===== config.mk =====
export PLATFORM = sky130hd
export DESIGN_NAME = tmc_codec
export DESIGN_NICKNAME = d
export VERILOG_FILES = /design/src/rtl/tmc_codec.v /design/src/rtl/tmc_fifo.v
export VERILOG_INCLUDE_DIRS = /design/src /design/src/rtl
export SDC_FILE = /design/constraint.sdc
export NUM_CORES = 1
export LEC_CHECK = 0
export BUFFER_PORTS_ARGS = -buffer_cell sky130_fd_sc_hd__buf_2
export CORE_UTILIZATION = 55
export DETAILED_ROUTE_END_ITERATION = 7
export PLACE_DENSITY = 0.74
export SYNTH_ARGS = -nofsm -noshare
export SYNTH_HDL_FRONTEND = slang
export SYNTH_SLANG_ARGS = --single-unit

===== constraint.sdc =====
create_clock -name clock -period 3.7 [get_ports clock]
set_input_delay 0.37 -clock clock [delete_from_list [all_inputs] [get_ports clock]]
set_output_delay 0.37 -clock clock [all_outputs]
set_load 0.01 [all_outputs]

===== src/rtl/tmc_defines.vh =====
`ifndef TMC_DEFINES_VH
`define TMC_DEFINES_VH

// ****************************************
// Clock and line timing
// ****************************************
`define TMC_CLK_PERIOD_NS 5
// Half of a 100 ns Manchester bit
`define TMC_HALF_BIT_NS 50
`define TMC_HALF_BIT_CYC ((`TMC_HALF_BIT_NS + `TMC_CLK_PERIOD_NS - 1) / `TMC_CLK_PERIOD_NS)
// Half period of the 2.5 MHz nibble clock
`define TMC_NIB_HALF_NS 200
`define TMC_NIB_HALF_CYC ((`TMC_NIB_HALF_NS + `TMC_CLK_PERIOD_NS - 1) / `TMC_CLK_PERIOD_NS)
// Least gap between two mid-bit edges (three quarters of a bit)
`define TMC_MID_GAP_NS 75
`define TMC_MID_GAP_CYC ((`TMC_MID_GAP_NS + `TMC_CLK_PERIOD_NS - 1) / `TMC_CLK_PERIOD_NS)
// Silence that ends a received frame (one and a half bits)
`define TMC_RX_IDLE_NS 150
`define TMC_RX_IDLE_CYC (`TMC_RX_IDLE_NS / `TMC_CLK_PERIOD_NS)

// ****************************************
// Datapath shapes
// ****************************************
`define TMC_NIB_W 4
`define TMC_FIFO_DEPTH 8
`define TMC_CNT_W 6

`endif


===== src/rtl/tmc_codec.v =====
`timescale 1ns/1ps
`default_nettype none
`include "tmc_defines.vh"

module tmc_codec #(
    parameter NIB_W = `TMC_NIB_W,
    parameter FIFO_DEPTH = `TMC_FIFO_DEPTH,
    parameter FIFO_AW = 3
) (
    input wire clock,
    input wire reset,
    input wire speed_10,
    output wire mii_nib_clk,
    input wire mii_tx_en,
    input wire [NIB_W-1:0] mii_txd,
    output wire mii_tx_ready,
    output wire tx_busy,
    output wire mii_rx_dv,
    output wire [NIB_W-1:0] mii_rxd,
    output wire mii_rx_strobe,
    output wire rx_nrz_bit,
    output wire rx_nrz_valid,
    output wire rx_active,
    output wire line_tx_pos,
    output wire line_tx_neg,
    input wire line_rx_pos,
    input wire line_rx_neg,
    input wire mlt3_tx_pos,
    input wire mlt3_tx_neg,
    output wire mlt3_rx_pos,
    output wire mlt3_rx_neg
);

    localparam integer HALF_I = `TMC_HALF_BIT_CYC - 1, NIB_I = `TMC_NIB_HALF_CYC - 1;
    localparam integer GAP_I = `TMC_MID_GAP_CYC - 1, IDLE_I = `TMC_RX_IDLE_CYC;
    localparam [`TMC_CNT_W-1:0] HALF_LAST = HALF_I[`TMC_CNT_W-1:0];
    localparam [`TMC_CNT_W-1:0] NIB_LAST = NIB_I[`TMC_CNT_W-1:0];
    localparam [`TMC_CNT_W-1:0] MID_GAP = GAP_I[`TMC_CNT_W-1:0];
    localparam [`TMC_CNT_W-1:0] RX_IDLE = IDLE_I[`TMC_CNT_W-1:0];
    localparam [`TMC_CNT_W-1:0] CNT_MAX = {`TMC_CNT_W{1'b1}};
    localparam [1:0] LAST_BIT = 2'h3;

    // ****************************************
    // Nibble clock
    // ****************************************
    reg [`TMC_CNT_W-1:0] nib_cnt_r;
    reg nib_clk_r;
    wire nib_stb;

    assign nib_stb = (nib_cnt_r == NIB_LAST) && !nib_clk_r;

    always @(posedge clock or posedge reset) begin
        if (reset) begin
            nib_cnt_r <= {`TMC_CNT_W{1'b0}};
            nib_clk_r <= 1'b0;
        end else if (nib_cnt_r == NIB_LAST) begin
            nib_cnt_r <= {`TMC_CNT_W{1'b0}};
            nib_clk_r <= !nib_clk_r;
        end else begin
            nib_cnt_r <= nib_cnt_r + 1'b1;
        end
    end

    assign mii_nib_clk = nib_clk_r;

    // ****************************************
    // Transmit buffer
    // ****************************************
    wire fifo_in_ready;
    wire fifo_out_valid;
    wire [NIB_W-1:0] fifo_out_data;
    wire tx_push;
    wire tx_load;

    // nibble port only in 10 Mb/s mode
    // nibble taken at the rising clock edge
    assign tx_push = nib_stb && speed_10 && mii_tx_en;
    assign mii_tx_ready = fifo_in_ready && speed_10;

    tmc_fifo #(
        .WIDTH(NIB_W),
        .DEPTH(FIFO_DEPTH),
        .AW(FIFO_AW)
    ) u_tx_fifo (
        .clock(clock),
        .reset(reset),
        .in_valid(tx_push),
        .in_ready(fifo_in_ready),
        .in_data(mii_txd),
        .out_valid(fifo_out_valid),
        .out_ready(tx_load),
        .out_data(fifo_out_data)
    );

    // ****************************************
    // Manchester encoder
    // ****************************************
    reg tx_on_r;
    reg [NIB_W-1:0] tx_sh_r;
    reg [1:0] tx_bits_r;
    reg tx_half_r;
    reg [`TMC_CNT_W-1:0] tx_cnt_r;
    wire half_end;
    wire nib_end;
    wire tx_level;

    assign half_end = tx_on_r && (tx_cnt_r == HALF_LAST);
    assign nib_end = half_end && tx_half_r && (tx_bits_r == LAST_BIT);
    // Refill without a gap so nibbles run back to back
    assign tx_load = fifo_out_valid && (!tx_on_r || nib_end);

    assign tx_level = tx_half_r ? !tx_sh_r[0] : tx_sh_r[0];

    always @(posedge clock or posedge reset) begin
        if (reset) begin
            tx_on_r <= 1'b0;
            tx_sh_r <= {NIB_W{1'b0}};
            tx_bits_r <= 2'h0;
            tx_half_r <= 1'b0;
            tx_cnt_r <= {`TMC_CNT_W{1'b0}};
        end else if (tx_load) begin
            tx_on_r <= 1'b1;
            tx_sh_r <= fifo_out_data;
            tx_bits_r <= 2'h0;
            tx_half_r <= 1'b0;
            tx_cnt_r <= {`TMC_CNT_W{1'b0}};
        end else if (nib_end) begin
            tx_on_r <= 1'b0;
        end else if (half_end) begin
            tx_cnt_r <= {`TMC_CNT_W{1'b0}};
            tx_half_r <= !tx_half_r;
            if (tx_half_r) begin
                tx_sh_r <= {1'b0, tx_sh_r[NIB_W-1:1]};
                tx_bits_r <= tx_bits_r + 1'b1;
            end
        end else if (tx_on_r) begin
            tx_cnt_r <= tx_cnt_r + 1'b1;
        end
    end

    assign tx_busy = tx_on_r;

    // ****************************************
    // Line transmit pair
    // ****************************************
    reg line_tx_pos_r;
    reg line_tx_neg_r;

    always @(posedge clock or posedge reset) begin
        if (reset) begin
            line_tx_pos_r <= 1'b0;
            line_tx_neg_r <= 1'b0;
        end else if (!speed_10) begin
            line_tx_pos_r <= mlt3_tx_pos;
            line_tx_neg_r <= mlt3_tx_neg;
        end else begin
            // Idle pair sits at zero difference
            line_tx_pos_r <= tx_on_r && tx_level;
            line_tx_neg_r <= tx_on_r && !tx_level;
        end
    end

    assign line_tx_pos = line_tx_pos_r;
    assign line_tx_neg = line_tx_neg_r;

    // ****************************************
    // Line receive pair
    // ****************************************
    reg rx_pos_m_r;
    reg rx_neg_m_r;
    reg rx_pos_s_r;
    reg rx_neg_s_r;
    reg mlt3_rx_pos_r;
    reg mlt3_rx_neg_r;

    always @(posedge clock or posedge reset) begin
        if (reset) begin
            rx_pos_m_r <= 1'b0;
            rx_neg_m_r <= 1'b0;
            rx_pos_s_r <= 1'b0;
            rx_neg_s_r <= 1'b0;
            mlt3_rx_pos_r <= 1'b0;
            mlt3_rx_neg_r <= 1'b0;
        end else begin
            rx_pos_m_r <= line_rx_pos;
            rx_neg_m_r <= line_rx_neg;
            rx_pos_s_r <= rx_pos_m_r;
            rx_neg_s_r <= rx_neg_m_r;
            mlt3_rx_pos_r <= !speed_10 && rx_pos_s_r;
            mlt3_rx_neg_r <= !speed_10 && rx_neg_s_r;
        end
    end

    assign mlt3_rx_pos = mlt3_rx_pos_r;
    assign mlt3_rx_neg = mlt3_rx_neg_r;

    // ****************************************
    // Manchester decoder
    // ****************************************
    reg rx_lvl_r;
    reg rx_on_r;
    reg rx_arm_r;
    reg [`TMC_CNT_W-1:0] rx_cnt_r;
    reg [NIB_W-1:0] rx_sh_r;
    reg [1:0] rx_bits_r;
    reg rx_bit_r;
    reg rx_bit_vld_r;
    reg [NIB_W-1:0] rxd_r;
    reg rx_dv_r;
    reg rx_stb_r;
    wire rx_now;
    wire rx_edge;
    wire mid_edge;
    wire new_bit;

    // Differential level: positive leg high and negative leg low
    assign rx_now = rx_pos_s_r && !rx_neg_s_r;
    assign rx_edge = speed_10 && (rx_now != rx_lvl_r);
    // timing locks on first edges, then re-times each bit
    assign mid_edge = rx_on_r && rx_edge && (rx_arm_r || rx_cnt_r >= MID_GAP);
    // bit value is the first-half level
    assign new_bit = !rx_now;

    always @(posedge clock or posedge reset) begin
        if (reset) begin
            rx_lvl_r <= 1'b0;
            rx_on_r <= 1'b0;
            rx_arm_r <= 1'b0;
            rx_cnt_r <= {`TMC_CNT_W{1'b0}};
            rx_sh_r <= {NIB_W{1'b0}};
            rx_bits_r <= 2'h0;
            rx_bit_r <= 1'b0;
            rx_bit_vld_r <= 1'b0;
            rxd_r <= {NIB_W{1'b0}};
            rx_dv_r <= 1'b0;
            rx_stb_r <= 1'b0;
        end else begin
            rx_lvl_r <= rx_now;
            rx_bit_vld_r <= 1'b0;
            rx_stb_r <= 1'b0;
            if (!rx_on_r) begin
                if (rx_edge) begin
                    // First edge is a bit boundary; the next is mid-bit
                    rx_on_r <= 1'b1;
                    rx_arm_r <= 1'b1;
                    rx_cnt_r <= {`TMC_CNT_W{1'b0}};
                    rx_bits_r <= 2'h0;
                end
            end else if (mid_edge) begin
                rx_arm_r <= 1'b0;
                rx_cnt_r <= {`TMC_CNT_W{1'b0}};
                rx_bit_r <= new_bit;
                rx_bit_vld_r <= 1'b1;
                rx_sh_r <= {new_bit, rx_sh_r[NIB_W-1:1]};
                rx_bits_r <= rx_bits_r + 1'b1;
                if (rx_bits_r == LAST_BIT) begin
                    rxd_r <= {new_bit, rx_sh_r[NIB_W-1:1]};
                    rx_dv_r <= 1'b1;
                    rx_stb_r <= 1'b1;
                end
            end else if (rx_cnt_r >= RX_IDLE || !speed_10) begin
                // Partial trailing nibble is dropped
                rx_on_r <= 1'b0;
                rx_arm_r <= 1'b0;
                rx_dv_r <= 1'b0;
                rx_bits_r <= 2'h0;
            end else if (rx_cnt_r != CNT_MAX) begin
                rx_cnt_r <= rx_cnt_r + 1'b1;
            end
        end
    end

    assign rx_nrz_bit = rx_bit_r;
    assign rx_nrz_valid = rx_bit_vld_r;
    assign rx_active = rx_on_r;
    assign mii_rxd = rxd_r;
    assign mii_rx_dv = rx_dv_r;
    assign mii_rx_strobe = rx_stb_r;

endmodule // tmc_codec

`default_nettype wire


===== src/rtl/tmc_fifo.v =====
`timescale 1ns/1ps
`default_nettype none

module tmc_fifo #(
    parameter WIDTH = 4,
    parameter DEPTH = 8,
    parameter AW = 3
) (
    input wire clock,
    input wire reset,
    input wire in_valid,
    output wire in_ready,
    input wire [WIDTH-1:0] in_data,
    output wire out_valid,
    input wire out_ready,
    output wire [WIDTH-1:0] out_data
);

    reg [WIDTH-1:0] mem_r [0:DEPTH-1];
    reg [AW-1:0] wr_r;
    reg [AW-1:0] rd_r;
    reg [AW:0] count_r;
    wire push;
    wire pop;

    // Wrap works for any depth up to two to the AW
    function [AW-1:0] ptr_next;
        input [AW-1:0] ptr;
        ptr_next = (ptr == DEPTH[AW-1:0] - 1'b1) ? {AW{1'b0}} : ptr + 1'b1;
    endfunction

    assign in_ready = (count_r != DEPTH[AW:0]);
    assign out_valid = (count_r != {(AW+1){1'b0}});
    assign out_data = mem_r[rd_r];
    assign push = in_valid && in_ready;
    assign pop = out_valid && out_ready;

    always @(posedge clock) begin
        if (push) begin
            mem_r[wr_r] <= in_data;
        end
    end

    always @(posedge clock or posedge reset) begin
        if (reset) begin
            wr_r <= {AW{1'b0}};
            rd_r <= {AW{1'b0}};
            count_r <= {(AW+1){1'b0}};
        end else begin
            if (push) begin
                wr_r <= ptr_next(wr_r);
            end
            if (pop) begin
                rd_r <= ptr_next(rd_r);
            end
            if (push && !pop) begin
                count_r <= count_r + 1'b1;
            end else if (pop && !push) begin
                count_r <= count_r - 1'b1;
            end
        end
    end

endmodule // tmc_fifo

`default_nettype wire


## Word level (Yosys, flattened, before mapping)

Memory sizes are Yosys's and may differ from the RTL's.
Cells that the tools add are included.

| operators by class | value |
|---|---|
| add/sub/neg operators | 9 |
| $lt $le $gt $ge | 2 |
| equal/unequal tests | 14 |
| mux-type cells | 51 |
| reduce and logical (&&, ||, !) cells | 49 |

Operators with widths:

| cell | number |
|---|---|
| 2-to-1 mux 6 bit | 10 |
| 2-to-1 mux 1 bit | 25 |
| 2-to-1 mux 4 bit | 6 |
| logical AND 1 bit | 20 |
| adder 6 x 1 -> 6 bit, second input constant | 3 |
| 2-to-1 mux 2 bit | 8 |
| AND reduction 3 bit | 4 |
| nonzero test 2 bit | 6 |
| logical NOT 1 bit | 10 |
| AND reduction 2 bit | 4 |
| adder 3 x 1 -> 3 bit, second input constant | 2 |
| equality test 3 bit, second input constant | 2 |
| equality test 6 x 4 -> 1 bit, second input constant | 1 |
| equality test 6 bit, second input constant | 1 |
| >= comparator 6 x 4 -> 1 bit, second input constant | 1 |
| >= comparator 6 x 5 -> 1 bit, second input constant | 1 |
| 2-to-1 mux 3 bit | 2 |
| != test 3 x 1 -> 1 bit, second input constant | 2 |
| != test 6 bit, second input constant | 1 |
| adder 2 x 1 -> 2 bit, second input constant | 2 |
| adder 4 x 1 -> 4 bit, second input constant | 1 |
| equality test 2 bit, second input constant | 2 |
| != test 2 x 1 -> 1 bit, second input constant | 2 |
| != test 4 bit, second input constant | 1 |
| other kinds (6) | 8 |

| storage, ports and cells | value |
|---|---|
| register bits | 62 |
| memory bits (writable) | 32 |
| input bits | 12 |
| output and inout port bits | 16 |
| logic and storage cells | 155 |
| memories | 1 |

Memories:

| name | words | width | rd ports | clocked after memory_dff | write ports | line | RTL |
|---|---|---|---|---|---|---|---|
| u_tx_fifo.mem_r | 8 | 4 | 1 | 0 | 1 | tmc_fifo.v:19 | `reg [WIDTH-1:0] mem_r [0:DEPTH-1];` |

## Depth between registers and ports, before layout

Gate-level depths: netlist (run 1).

| logic depth | value |
|---|---|
| depth in word-level cells | 10 |
| gate-level depth with buffers | 14 |
| gate-level depth less buffers | 13 |

## Cells and area by module

A second synthesis (run 1) with hierarchy kept.

| second synthesis, totals | value |
|---|---|
| cell total of the unflattened synthesis | 322 |
| area total of the unflattened synthesis | 4,284.1 µm² |

By module, submodules not included:

| module | times used | cells an instance | area each (µm²) | seq. area each (µm²) |
|---|---|---|---|---|
| tmc_codec | 1 | 212 | 2,381.0 | 1,251.2 |
| tmc_fifo | 1 | 110 | 1,903.1 | 1,211.2 |

## Worst setup path before layout (run 1)

Ideal clock, no wire load.

| path | value |
|---|---|
| path type | register to register |
| start | register nib_cnt_r[0] |
| end | register u_tx_fifo.count_r[3] |
| setup time | 0.125 ns |
| data arrival time | 2.455 ns |
| required time | 3.575 ns |
| path slack | 1.120 ns |
| cell stages (with the launch flop) | 14 |
| path buffers | 1 |
| period minus slack after synthesis | 2.580 ns |
| cell sequence | dfrtp_1 > ha_1 > nand3b_4 > nor3b_4 > and4b_1 > buf_4 > ha_1 > inv_1 > ha_1 > a21o_1 > a21oi_1 > xnor2_1 > nor2_1 > xor2_1 |

| between the ends | value |
|---|---|
| longest elaborated chain between the ends | 8 |
| elaborated cells between the ends (all ways) | 10 |
| classes of those cells | 1 x eq/ne; 1 x mux; 8 x reduce/logical |

Ends and longest elaborated chain:

| what | line | RTL |
|---|---|---|
| start, declared | tmc_codec.v:46 | `` reg [`TMC_CNT_W-1:0] nib_cnt_r; `` |
| start signal, assigned | tmc_codec.v:54 | `` nib_cnt_r <= {`TMC_CNT_W{1'b0}}; `` |
| start signal, assigned | tmc_codec.v:57 | `` nib_cnt_r <= {`TMC_CNT_W{1'b0}}; `` |
| start signal, assigned | tmc_codec.v:60 | `nib_cnt_r <= nib_cnt_r + 1'b1;` |
| equality test 6 bit (*) | tmc_codec.v:50 | `assign nib_stb = (nib_cnt_r == NIB_LAST) && !nib_clk_r;` |
| logical AND 1 bit (*) | tmc_codec.v:50 |  |
| logical AND 1 bit (*) (2 in a row) | tmc_codec.v:77 | `assign tx_push = nib_stb && speed_10 && mii_tx_en;` |
| logical AND 1 bit (*) | tmc_fifo.v:35 | `assign push = in_valid && in_ready;` |
| net u_tx_fifo.push | tmc_fifo.v:23 | `wire push;` |
| logical NOT 1 bit | tmc_fifo.v:58 | `end else if (pop && !push) begin` |
| logical AND 1 bit | tmc_fifo.v:58 |  |
| nonzero test 2 bit (no line) | - |  |
| end signal, assigned | tmc_fifo.v:48 | `count_r <= {(AW+1){1'b0}};` |
| end signal, assigned | tmc_fifo.v:57 | `count_r <= count_r + 1'b1;` |
| end signal, assigned | tmc_fifo.v:59 | `count_r <= count_r - 1'b1;` |
| end, declared | tmc_fifo.v:22 | `reg [AW:0] count_r;` |

The timed path passes the listed nets; every way through them passes the cells marked *.
A chain may end at the register's enable or synchronous reset.

## Worst setup path in the final report (run 1)

| path | value |
|---|---|
| start | register nib_cnt_r[0] |
| end | register u_tx_fifo.count_r[3] |

| between the ends | value |
|---|---|
| longest elaborated chain between the ends | 8 |
| elaborated cells between the ends (all ways) | 10 |
| classes of those cells | 1 x eq/ne; 1 x mux; 8 x reduce/logical |

Ends and longest elaborated chain:

| what | line |
|---|---|
| equality test 6 bit (*) | tmc_codec.v:50 |
| logical AND 1 bit (*) | tmc_codec.v:50 |
| logical AND 1 bit (*) (2 in a row) | tmc_codec.v:77 |
| logical AND 1 bit (*) | tmc_fifo.v:35 |
| logical NOT 1 bit | tmc_fifo.v:58 |
| logical AND 1 bit | tmc_fifo.v:58 |
| nonzero test 2 bit (no line) | - |

Every way passes the cells marked *; elsewhere a longest branch is shown, timed or not.

==> flow_summary.yaml, run 1 <==
worst_setup_path:
  worstPathCellList: "ha_1 -> nand3b_4 -> nor3b_4 -> and4b_1 -> ha_1 -> inv_1 -> ha_1 -> a21o_1 -> a21oi_1 -> xnor2_1 -> nor2_1 -> xor2_1"
  r2r-end: "u_tx_fifo.count_r[3]"
  path_max_fanout: 6
  cp_common_cell: "ha_1"
  max_stage_delay_ns: 0.48
  arrival_ns: 3.22
  worstPathRequired_ns: 3.95
  r2r_setup_slack_ns: 0.73
  startpoint_type: "register"
  r2r_cells: 12
  setup.worst_path.class: "reg2reg"
  cpMaxStageDelayCell: "and4b_1"
  r2r-start: "nib_cnt_r[0]"
  end_kind: "register"
logic_synthesis:
  ys_ff_latch: 92
  yosys_warnings: 0
  synth_top_area_share_pct: 36.3
  async_flop_share_pct: 65.2
  netlist_area_mm2: 0.00414
  avgSynthCellArea_um2: 13.8
  synth_area_leaders: "dfrtp_1 36%, edfxtp_1 23%, mux4_2 4.4%"
  ys_seq_area_share_pct: 59.5
  synth_flop_cell: "dfrtp_1"
  synth_top_area_cell: "dfrtp_1"
  syn-instance-count: 301
  synth_edf_count: 32
  synthDistinctLibCells: 63
  syn_nets: 328
route:
  via_per_inst: 5.38
  drc_errors: 0
  wl_per_cell_um: 14.9
  ant_nets: 0
  routed_wl_um: 6500
  first_iter_violations: 134
  vias: 2345
  dr.pass1.iters: 4
global_routing:
  grt_pass1_vias: 2304
  grt_max_degree: 38
  antenna_found_initial: 0
  overflow: 0
  grt_util_all_layers_pct: 19.1
  grt_first_pass_wirelength_um: 10900
sta:
  fin_crit_ns: 2.97
  finalSetupTns_ns: 0
  finalCritPeriodShare_pct: 80.2
  worst_slew_pin_slew_ns: 0.738
  rsz0062_at_grt: "no"
  finalSetupViolCount: 0
  clock_skew_ns: 0.0123
  max_freq_mhz: 337
  hold_viol: 0
  relSlewSlack_pct: 50.7
  slew_violations: 0
pwr:
  max-vdd-ir-drop_mv: 0.271
  finalPower_mw: 1.99
  p_leak_nw: 2.00
  p_per_area_mw_per_mm2: 438
floorplanning:
  fp.dieH_um: 88.8
  num_io_pins: 28
  die_w_um: 88.8
  initial_core_util_pct: 57.1
  row_count: 31
  placeableCoreArea_mm2: 0.00725
  die_area_mm2: 0.00788
clock_network:
  clk_pin_slew_ns: 0.10
  hold_buffers: 0
  cts_buffer_depth: 2
  cts_tree: "built"
  clkLatencyLatePin_ns: 0.37
  post_cts_buffers: 0
  clockRootBuffer: "clkbuf_8"
  cts_max_level: 3
  cts.sinks: 92
  numCtsBuffers: 9
  cts-resized-gates: 0
placement:
  port_buffers: 27
  post-place-cells: 420
  dpl.hpwl_um: 4620
  place.gp.congestion: 0.814
final_layout:
  nNetsFinal: 359
  drive_gt1_share_pct: 25.2
  diodes: 0
  area_growth_pct: 9.55
  layout_common_cells: "60 x dfrtp_1, 32 x edfxtp_1, 27 x buf_2"
  final_cells: 436
  final_common_cell: "dfrtp_1"
run_status:
  status: "finished clean"
min_path:
  min_path_type: "in2reg"
  hold_start: "line_rx_pos"
  hold_path_depth: 1
  min_to: "rx_pos_m_r"
flow_run:
  drv_cap: 0
-- stage by stage --
step / worst slack, ns / util [%] / hold WS (ns) / instance area (µm²)
global placement: 0.890 / 59.9 / 0.334 / 4340
detailed placement: 0.751 / 59.9 / 0.336 / 4340
floorplan: 1.12 / - / 0.331 / 4140
global route: 0.523 / 62.5 / 0.0906 / 4540
finish: 0.731 / 62.5 / 0.104 / 4540
CTS: 0.718 / 62.5 / 0.0825 / 4540
-- cells by family (layout without fill, tap and decap cells) --
logic type | Yosys count | after routing | synth area share, %
xor gates and xnor gates | 15 | 15 | 3.35
adders and majority gates | 15 | 15 | 4.71
DFF | 92 | 92 | 59.5
AOI/OAI and AO/OA | 40 | 40 | 7.13
and+or+nand+nor | 94 | 94 | 14.0
muxes | 23 | 23 | 8.34
buffers and inverters | 22 | 58 | 2.99
-- cells in the mapped netlist, types with 4 or more instances --
cell / count
nor3_1: 8
ha_1: 14
edfxtp_1: 32
a21oi_1: 8
inv_1: 13
dfrtp_1: 60
mux2_2: 12
o21ai_0: 7
nand4_1: 4
mux4_2: 8
nand2_1: 25
xnor2_1: 6
nor2b_1: 6
xor2_1: 8
nor2_1: 17
nand3_1: 7
nor3b_1: 5
-- registers in the layout, summed over array words and instances (netlist names), 2 cells and up --
name               count
mii_rxd                4
tx_bits_r              2
tx_cnt_r               6
u_tx_fifo.mem_r       32
rx_bits_r              2
rx_sh_r                3
u_tx_fifo.wr_r         3
u_tx_fifo.rd_r         3
u_tx_fifo.count_r      4
tx_sh_r                4
rx_cnt_r               6
nib_cnt_r              6
-- worst max-delay path by stage --
stage                                end  slack [ns]    startpoint
floorplan           u_tx_fifo.count_r[3]        1.12  nib_cnt_r[0]
global placement    u_tx_fifo.count_r[3]        0.89  nib_cnt_r[0]
detailed placement  u_tx_fifo.count_r[3]        0.75  nib_cnt_r[0]
CTS                 u_tx_fifo.count_r[3]        0.72  nib_cnt_r[0]
global route        u_tx_fifo.count_r[3]        0.52  nib_cnt_r[0]
finish              u_tx_fifo.count_r[3]        0.73  nib_cnt_r[0]
-- power breakdown --
group | internal, mW | switching, mW
Sequential | 1.10 | 0.0555
Combinational | 0.0772 | 0.0907
Clock | 0.268 | 0.393
Total | 1.45 | 0.539
-- critical path, delay by kind of cell, from the launching register on --
kind,cells,cell delay [ns]
AO/OA/AOI/OAI,2,0.35
XOR/XNOR,2,0.27
adder cells (fa/ha/maj),3,0.81
buffers and inverters,1,0.09
flip-flops,1,0.38
AND/OR/NAND/NOR,4,0.97
-- metal layers --
| layer | track usage, % | vias to the layer above | routed length [µm] |
|---|---|---|---|
| li1 | - | 1151 | - |
| met1 | 25.0 | 1147 | 3030 |
| met2 | 30.2 | 36 | 3130 |
| met3 | 4.76 | 11 | 228 |
| met4 | 8.80 | 0 | 105 |
| met5 | 0 | - | 0 |
-- layout make-up --
| class | count | area [µm²] |
|---|---|---|
| multi-input cells | 187 | 1550 |
| flip-flops and latches | 92 | 2460 |
| well taps | 99 | 124 |
| fillers | 579 | 2720 |
| repair buffers | 28 | 143 |
| clock inverters | 7 | 68.8 |
| inverters | 14 | 60.1 |
| clock buffers | 9 | 124 |
Note: power is estimated with default switching activity, not from simulation.
==> run 2, diff against run 1 <==
- CORE_UTILIZATION: 55 -> 54
- PLACE_DENSITY: 0.74 -> 0.75
- clock period: 3.7 -> 2.45 ns (I/O delays scaled with it)
==> flow_summary.yaml, run 2 (synthesis results as in run 1) <==
placement:
  dpl.hpwl_um: 4890
  place_ws_ns: -0.0126
  post-place-cells: 436
  place.gp.congestion: 0.812
  port_buffers: 27
final_layout:
  layout_common_cells: "60 x dfrtp_1, 32 x edfxtp_1, 27 x buf_2"
  final_cells: 462
  diodes: 0
  regMostFlops: "u_tx_fifo.mem_r"
  largest_reg_flops: 32
  area_growth_pct: 15.6
  final_common_cell: "dfrtp_1"
  num-fill-cells: 508
  final_core_util_pct: 65.3
  drive_gt1_share_pct: 32.0
  nNetsFinal: 385
sta:
  relSlewSlack_pct: 61.3
  slew_violations: 0
  max_freq_mhz: 421
  finalSetupViolCount: 0
  hold_viol: 0
  finalCritPeriodShare_pct: 96.8
  rsz0062_at_grt: "yes"
  clock_skew_ns: 0.00889
  fin_crit_ns: 2.37
  worst_slew_pin_slew_ns: 0.579
  setup_slack_ns: 0.0774
floorplanning:
  num_io_pins: 28
  row_count: 31
  initial_core_util_pct: 56.5
  die_area_mm2: 0.00802
  placeableCoreArea_mm2: 0.00733
  die_w_um: 89.6
  fp.dieH_um: 89.6
worst_setup_path:
  cpMaxStageDelayCell: "dfrtp_1"
  worstPathCellList: "nor4b_4 -> a41o_1 -> and2_4 -> inv_8 -> ha_4 -> inv_4 -> ha_4 -> a21o_1 -> a21oi_2 -> xnor2_1 -> nor2_1 -> xor2_1"
  setup.worst_path.class: "reg2reg"
  end_kind: "register"
  cp_common_cell: "ha_4"
  max_stage_delay_ns: 0.43
  cp_num_buf_inv: 2
  crit_family: "simple AND/OR/NAND/NOR gates"
  arrival_ns: 2.62
  worstPathRequired_ns: 2.70
  path_max_fanout: 3
  startpoint_type: "register"
global_routing:
  grt_first_pass_wirelength_um: 11200
  met3_usage_pct: 3.51
  grt_max_degree: 29
  antenna_found_initial: 0
  grt_util_all_layers_pct: 19.1
  use_met1_pct: 25.9
  grt.met2_usage_pct: 30.2
  grt_pass1_vias: 2308
  overflow: 0
  busiest_layer: "met2"
route:
  via_per_inst: 5.35
  ant_nets: 0
  first_iter_violations: 91
  wl_per_cell_um: 14.7
  routed_wl_um: 6770
  dr.pass1.iters: 4
  drc_errors: 0
  vias: 2471
clock_network:
  cts_tree: "built"
  cts.sinks: 92
  cts_max_level: 3
  numCtsBuffers: 9
  clockRootBuffer: "clkbuf_8"
  clkLatencyLatePin_ns: 0.36
  cts_buffer_depth: 2
  clk_pin_slew_ns: 0.10
pwr:
  p_leak_nw: 2.12
  p_per_area_mw_per_mm2: 623
  max-vdd-ir-drop_mv: 0.357
flow_run:
  drv_cap: 0
run_status:
  status: "finished clean"
min_path:
  min_path_type: "in2reg"
[run 2: routing by layer]
metal	share of wire, %	vias to the layer above
met3	2.7	11
li1	-	1206
met4	1.9	0
met5	0	-
met1	48	1215
met2	47	39
[run 2: path summary, 6_finish.rpt]
kind                                         to   startpoint  slack, ns  depth (start not counted)
setup / recovery           u_tx_fifo.count_r[3]  tx_cnt_r[4]       0.08                         12
hold / removal                      line_tx_neg  mlt3_tx_neg       0.09                          2
setup reg to reg           u_tx_fifo.count_r[3]  tx_cnt_r[4]       0.08                         12
hold reg to reg                      rx_pos_s_r   rx_pos_m_r       0.35                          0
max in group asynchronous           tx_cnt_r[5]        reset       1.29                          4
min in group asynchronous         mii_rx_strobe        reset       0.49                          3
[run 2: per-stage QoR]
stage | power [mW] | hold slack, ns | TNS [ns] | area (µm²)
after floorplan | 1.95 | 0.276 | 0 | 4180
after global placement | 2.03 | 0.326 | 0 | 4490
after detailed placement | 2.04 | 0.339 | -0.0126 | 4490
after CTS | 3.01 | 0.0773 | 0 | 4720
after global routing | 3.13 | 0.104 | -0.0364 | 4790
final | 2.98 | 0.0871 | 0 | 4790
[run 2: layout make-up]
cell class	instances	area (µm²)	share of cell area, %
multi-input combinational	187	1600	33.5
clock inverter	7	65.1	1.36
inverter	14	62.6	1.31
timing repair buffer	54	345	7.21
clock buffer	9	124	2.59
tap	99	124	2.59
sequential	92	2460	51.4
[run 2: repair_timing]
item                                    in CTS  in global routing
setup buffers                                1                  6
endpoints found under the hold margin       28                  0
hold buffers                                 3                  0
pin swaps                                    4                  6
resized for setup                            0                  4
endpoints found under the setup margin       1                  1
[run 2: where the power goes]
part	switching (mW)	internal [mW]
Combinational	0.140	0.125
Sequential	0.0805	1.67
Clock	0.578	0.393
==> run 3, diff against run 2 <==
- ABC_CLOCK_PERIOD_IN_PS: unset -> 2450
- PLACE_DENSITY: 0.75 -> 0.73
==> flow_summary.yaml, run 3 (synthesis results as in run 1) <==
pwr:
  combPwrFrac_pct: 9.2
  switching_share_pct: 27.0
  p_per_area_mw_per_mm2: 622
  max-vdd-ir-drop_mv: 0.392
  power_switching_uw: 812
  p_clk_share_pct: 32.5
  seq_power_share_pct: 58.3
  p_leak_nw: 2.15
  internal-power_mw: 2.19
final_layout:
  area_growth_pct: 16.5
  diodes: 0
  drive_gt1_share_pct: 32.9
  final_cells: 467
  nNetsFinal: 390
  largest_reg_flops: 32
  postLayoutCellArea_mm2: 0.00482
  final_common_cell: "dfrtp_1"
  layout_common_cells: "60 x dfrtp_1, 32 x edfxtp_1, 29 x buf_4"
  regMostFlops: "u_tx_fifo.mem_r"
worst_setup_path:
  worstPathCellList: "ha_4 -> nand3b_4 -> nor3b_4 -> and4b_2 -> ha_4 -> inv_4 -> ha_4 -> a21o_1 -> a21oi_2 -> xnor2_1 -> nor2_1 -> xor2_1"
  crit_family: "simple AND/OR/NAND/NOR gates"
  worstPathRequired_ns: 2.70
  max_stage_delay_ns: 0.43
  worstSetupPathDepth: 12
  cp_num_buf_inv: 1
  setup.worst_path.class: "reg2reg"
  path_max_fanout: 3
  cpMaxStageDelayCell: "dfrtp_1"
  end_kind: "register"
  r2r-start: "nib_cnt_r[0]"
  critPathLaunch: "nib_cnt_r[0]"
  r2r_cells: 12
  cp_common_cell: "ha_4"
  arrival_ns: 2.61
  startpoint_type: "register"
clock_network:
  cts_tree: "built"
  numCtsBuffers: 9
  clockRootBuffer: "clkbuf_8"
  cts.sinks: 92
  clkLatencyLatePin_ns: 0.37
  cts_max_level: 3
  cts_buffer_depth: 2
  clk_pin_slew_ns: 0.10
sta:
  hold_viol: 0
  rsz0062_at_grt: "yes"
  slew_violations: 0
  finalCritPeriodShare_pct: 96.0
  finalSetupTns_ns: 0
  finalSetupViolCount: 0
  relSlewSlack_pct: 58.8
  clock_skew_ns: 0.0132
  max_freq_mhz: 425
  worst_slew_pin_slew_ns: 0.614
  fin_crit_ns: 2.35
  setup_slack_ns: 0.0969
floorplanning:
  placeableCoreArea_mm2: 0.00733
  num_io_pins: 28
  die_w_um: 89.6
  row_count: 31
  fp.dieH_um: 89.6
  die_area_mm2: 0.00802
  initial_core_util_pct: 56.5
placement:
  post-place-cells: 437
  port_buffers: 27
  placedInstanceArea_mm2: 0.00450
  place_ws_ns: -0.0221
  dpl.hpwl_um: 4940
  place.gp.congestion: 0.782
global_routing:
  grt_util_all_layers_pct: 19.4
  grt_first_pass_wirelength_um: 11200
  antenna_found_initial: 0
  overflow: 0
  grt_pass1_vias: 2440
  grt_max_degree: 27
route:
  wl_per_cell_um: 15.0
  ant_nets: 0
  routed_wl_um: 6980
  dr.pass1.iters: 4
  vias: 2532
  drc_errors: 0
  first_iter_violations: 99
  via_per_inst: 5.42
min_path:
  min_path_type: "in2reg"
  hold_start: "mlt3_tx_pos"
  hold_path_depth: 3
run_status:
  status: "finished clean"
flow_run:
  drv_cap: 0
run 3: worst paths after layout:
| check | endpoint | slack, ns |
|---|---|---|
| worst max-delay path | u_tx_fifo.count_r[3] | 0.1 |
| worst min-delay path | line_tx_pos | 0.1 |
| worst max register to register | u_tx_fifo.count_r[3] | 0.1 |
| worst min register to register | rx_neg_s_r | 0.36 |
| max in group asynchronous | tx_cnt_r[0] | 1.39 |
| min in group asynchronous | mii_rxd[3] | 0.40 |
run 3: timing repair:
action | 4_1_cts | 5_1_grt
hold buffers | 3 | 0
hold endpoints to repair | 18 | 0
setup buffers | 2 | 9
endpoints found under the setup margin | 1 | 1
gates resized for setup | 1 | 3
pin swaps | 2 | 11
run 3: cell type report:
cell class	count	area (µm²)
Inverter	14	62.6
Clock buffer	9	124
Sequential cell	92	2460
Multi-Input combinational cell	187	1600
Tap cell	99	124
Timing Repair Buffer	59	383
Fill cell	537	2510
Clock inverter	7	65.1
run 3: layer usage:
metal / share of wire [%] / routed length (µm) / up-vias / track usage, %
met4: 1.2 / 86 / 0 / 8.51
li1: - / - / 1220 / -
met3: 2.8 / 195 / 8 / 5.36
met1: 46 / 3200 / 1270 / 23.6
met2: 50 / 3500 / 34 / 32.4
met5: 0 / 0 / - / 0
run 3: through the flow:
stage	hold WS, ns	util, %	power [mW]
final	0.0996	65.8	3.00
after global routing	0.0845	65.8	3.13
after CTS	0.0845	64.7	3.03
after detailed placement	0.248	61.4	2.06
after global placement	0.236	61.4	2.03
after floorplan	0.276	-	1.95
run 3: worst min-delay path: cells and delay by family:
kind / cells / cell delay [ns]
AOI/OAI and AO/OA: 1 / 0.06
buffers and inverters: 2 / 0.13
run 3: power by group through the flow:
stage | logic [mW] | registers [mW] | clock network (mW)
floorplan | 0.183 | 1.76 | 0
global placement | 0.253 | 1.78 | 0
detailed placement | 0.275 | 1.78 | 0
CTS | 0.279 | 1.75 | 1.00
global route | 0.308 | 1.76 | 1.06
finish | 0.276 | 1.75 | 0.974
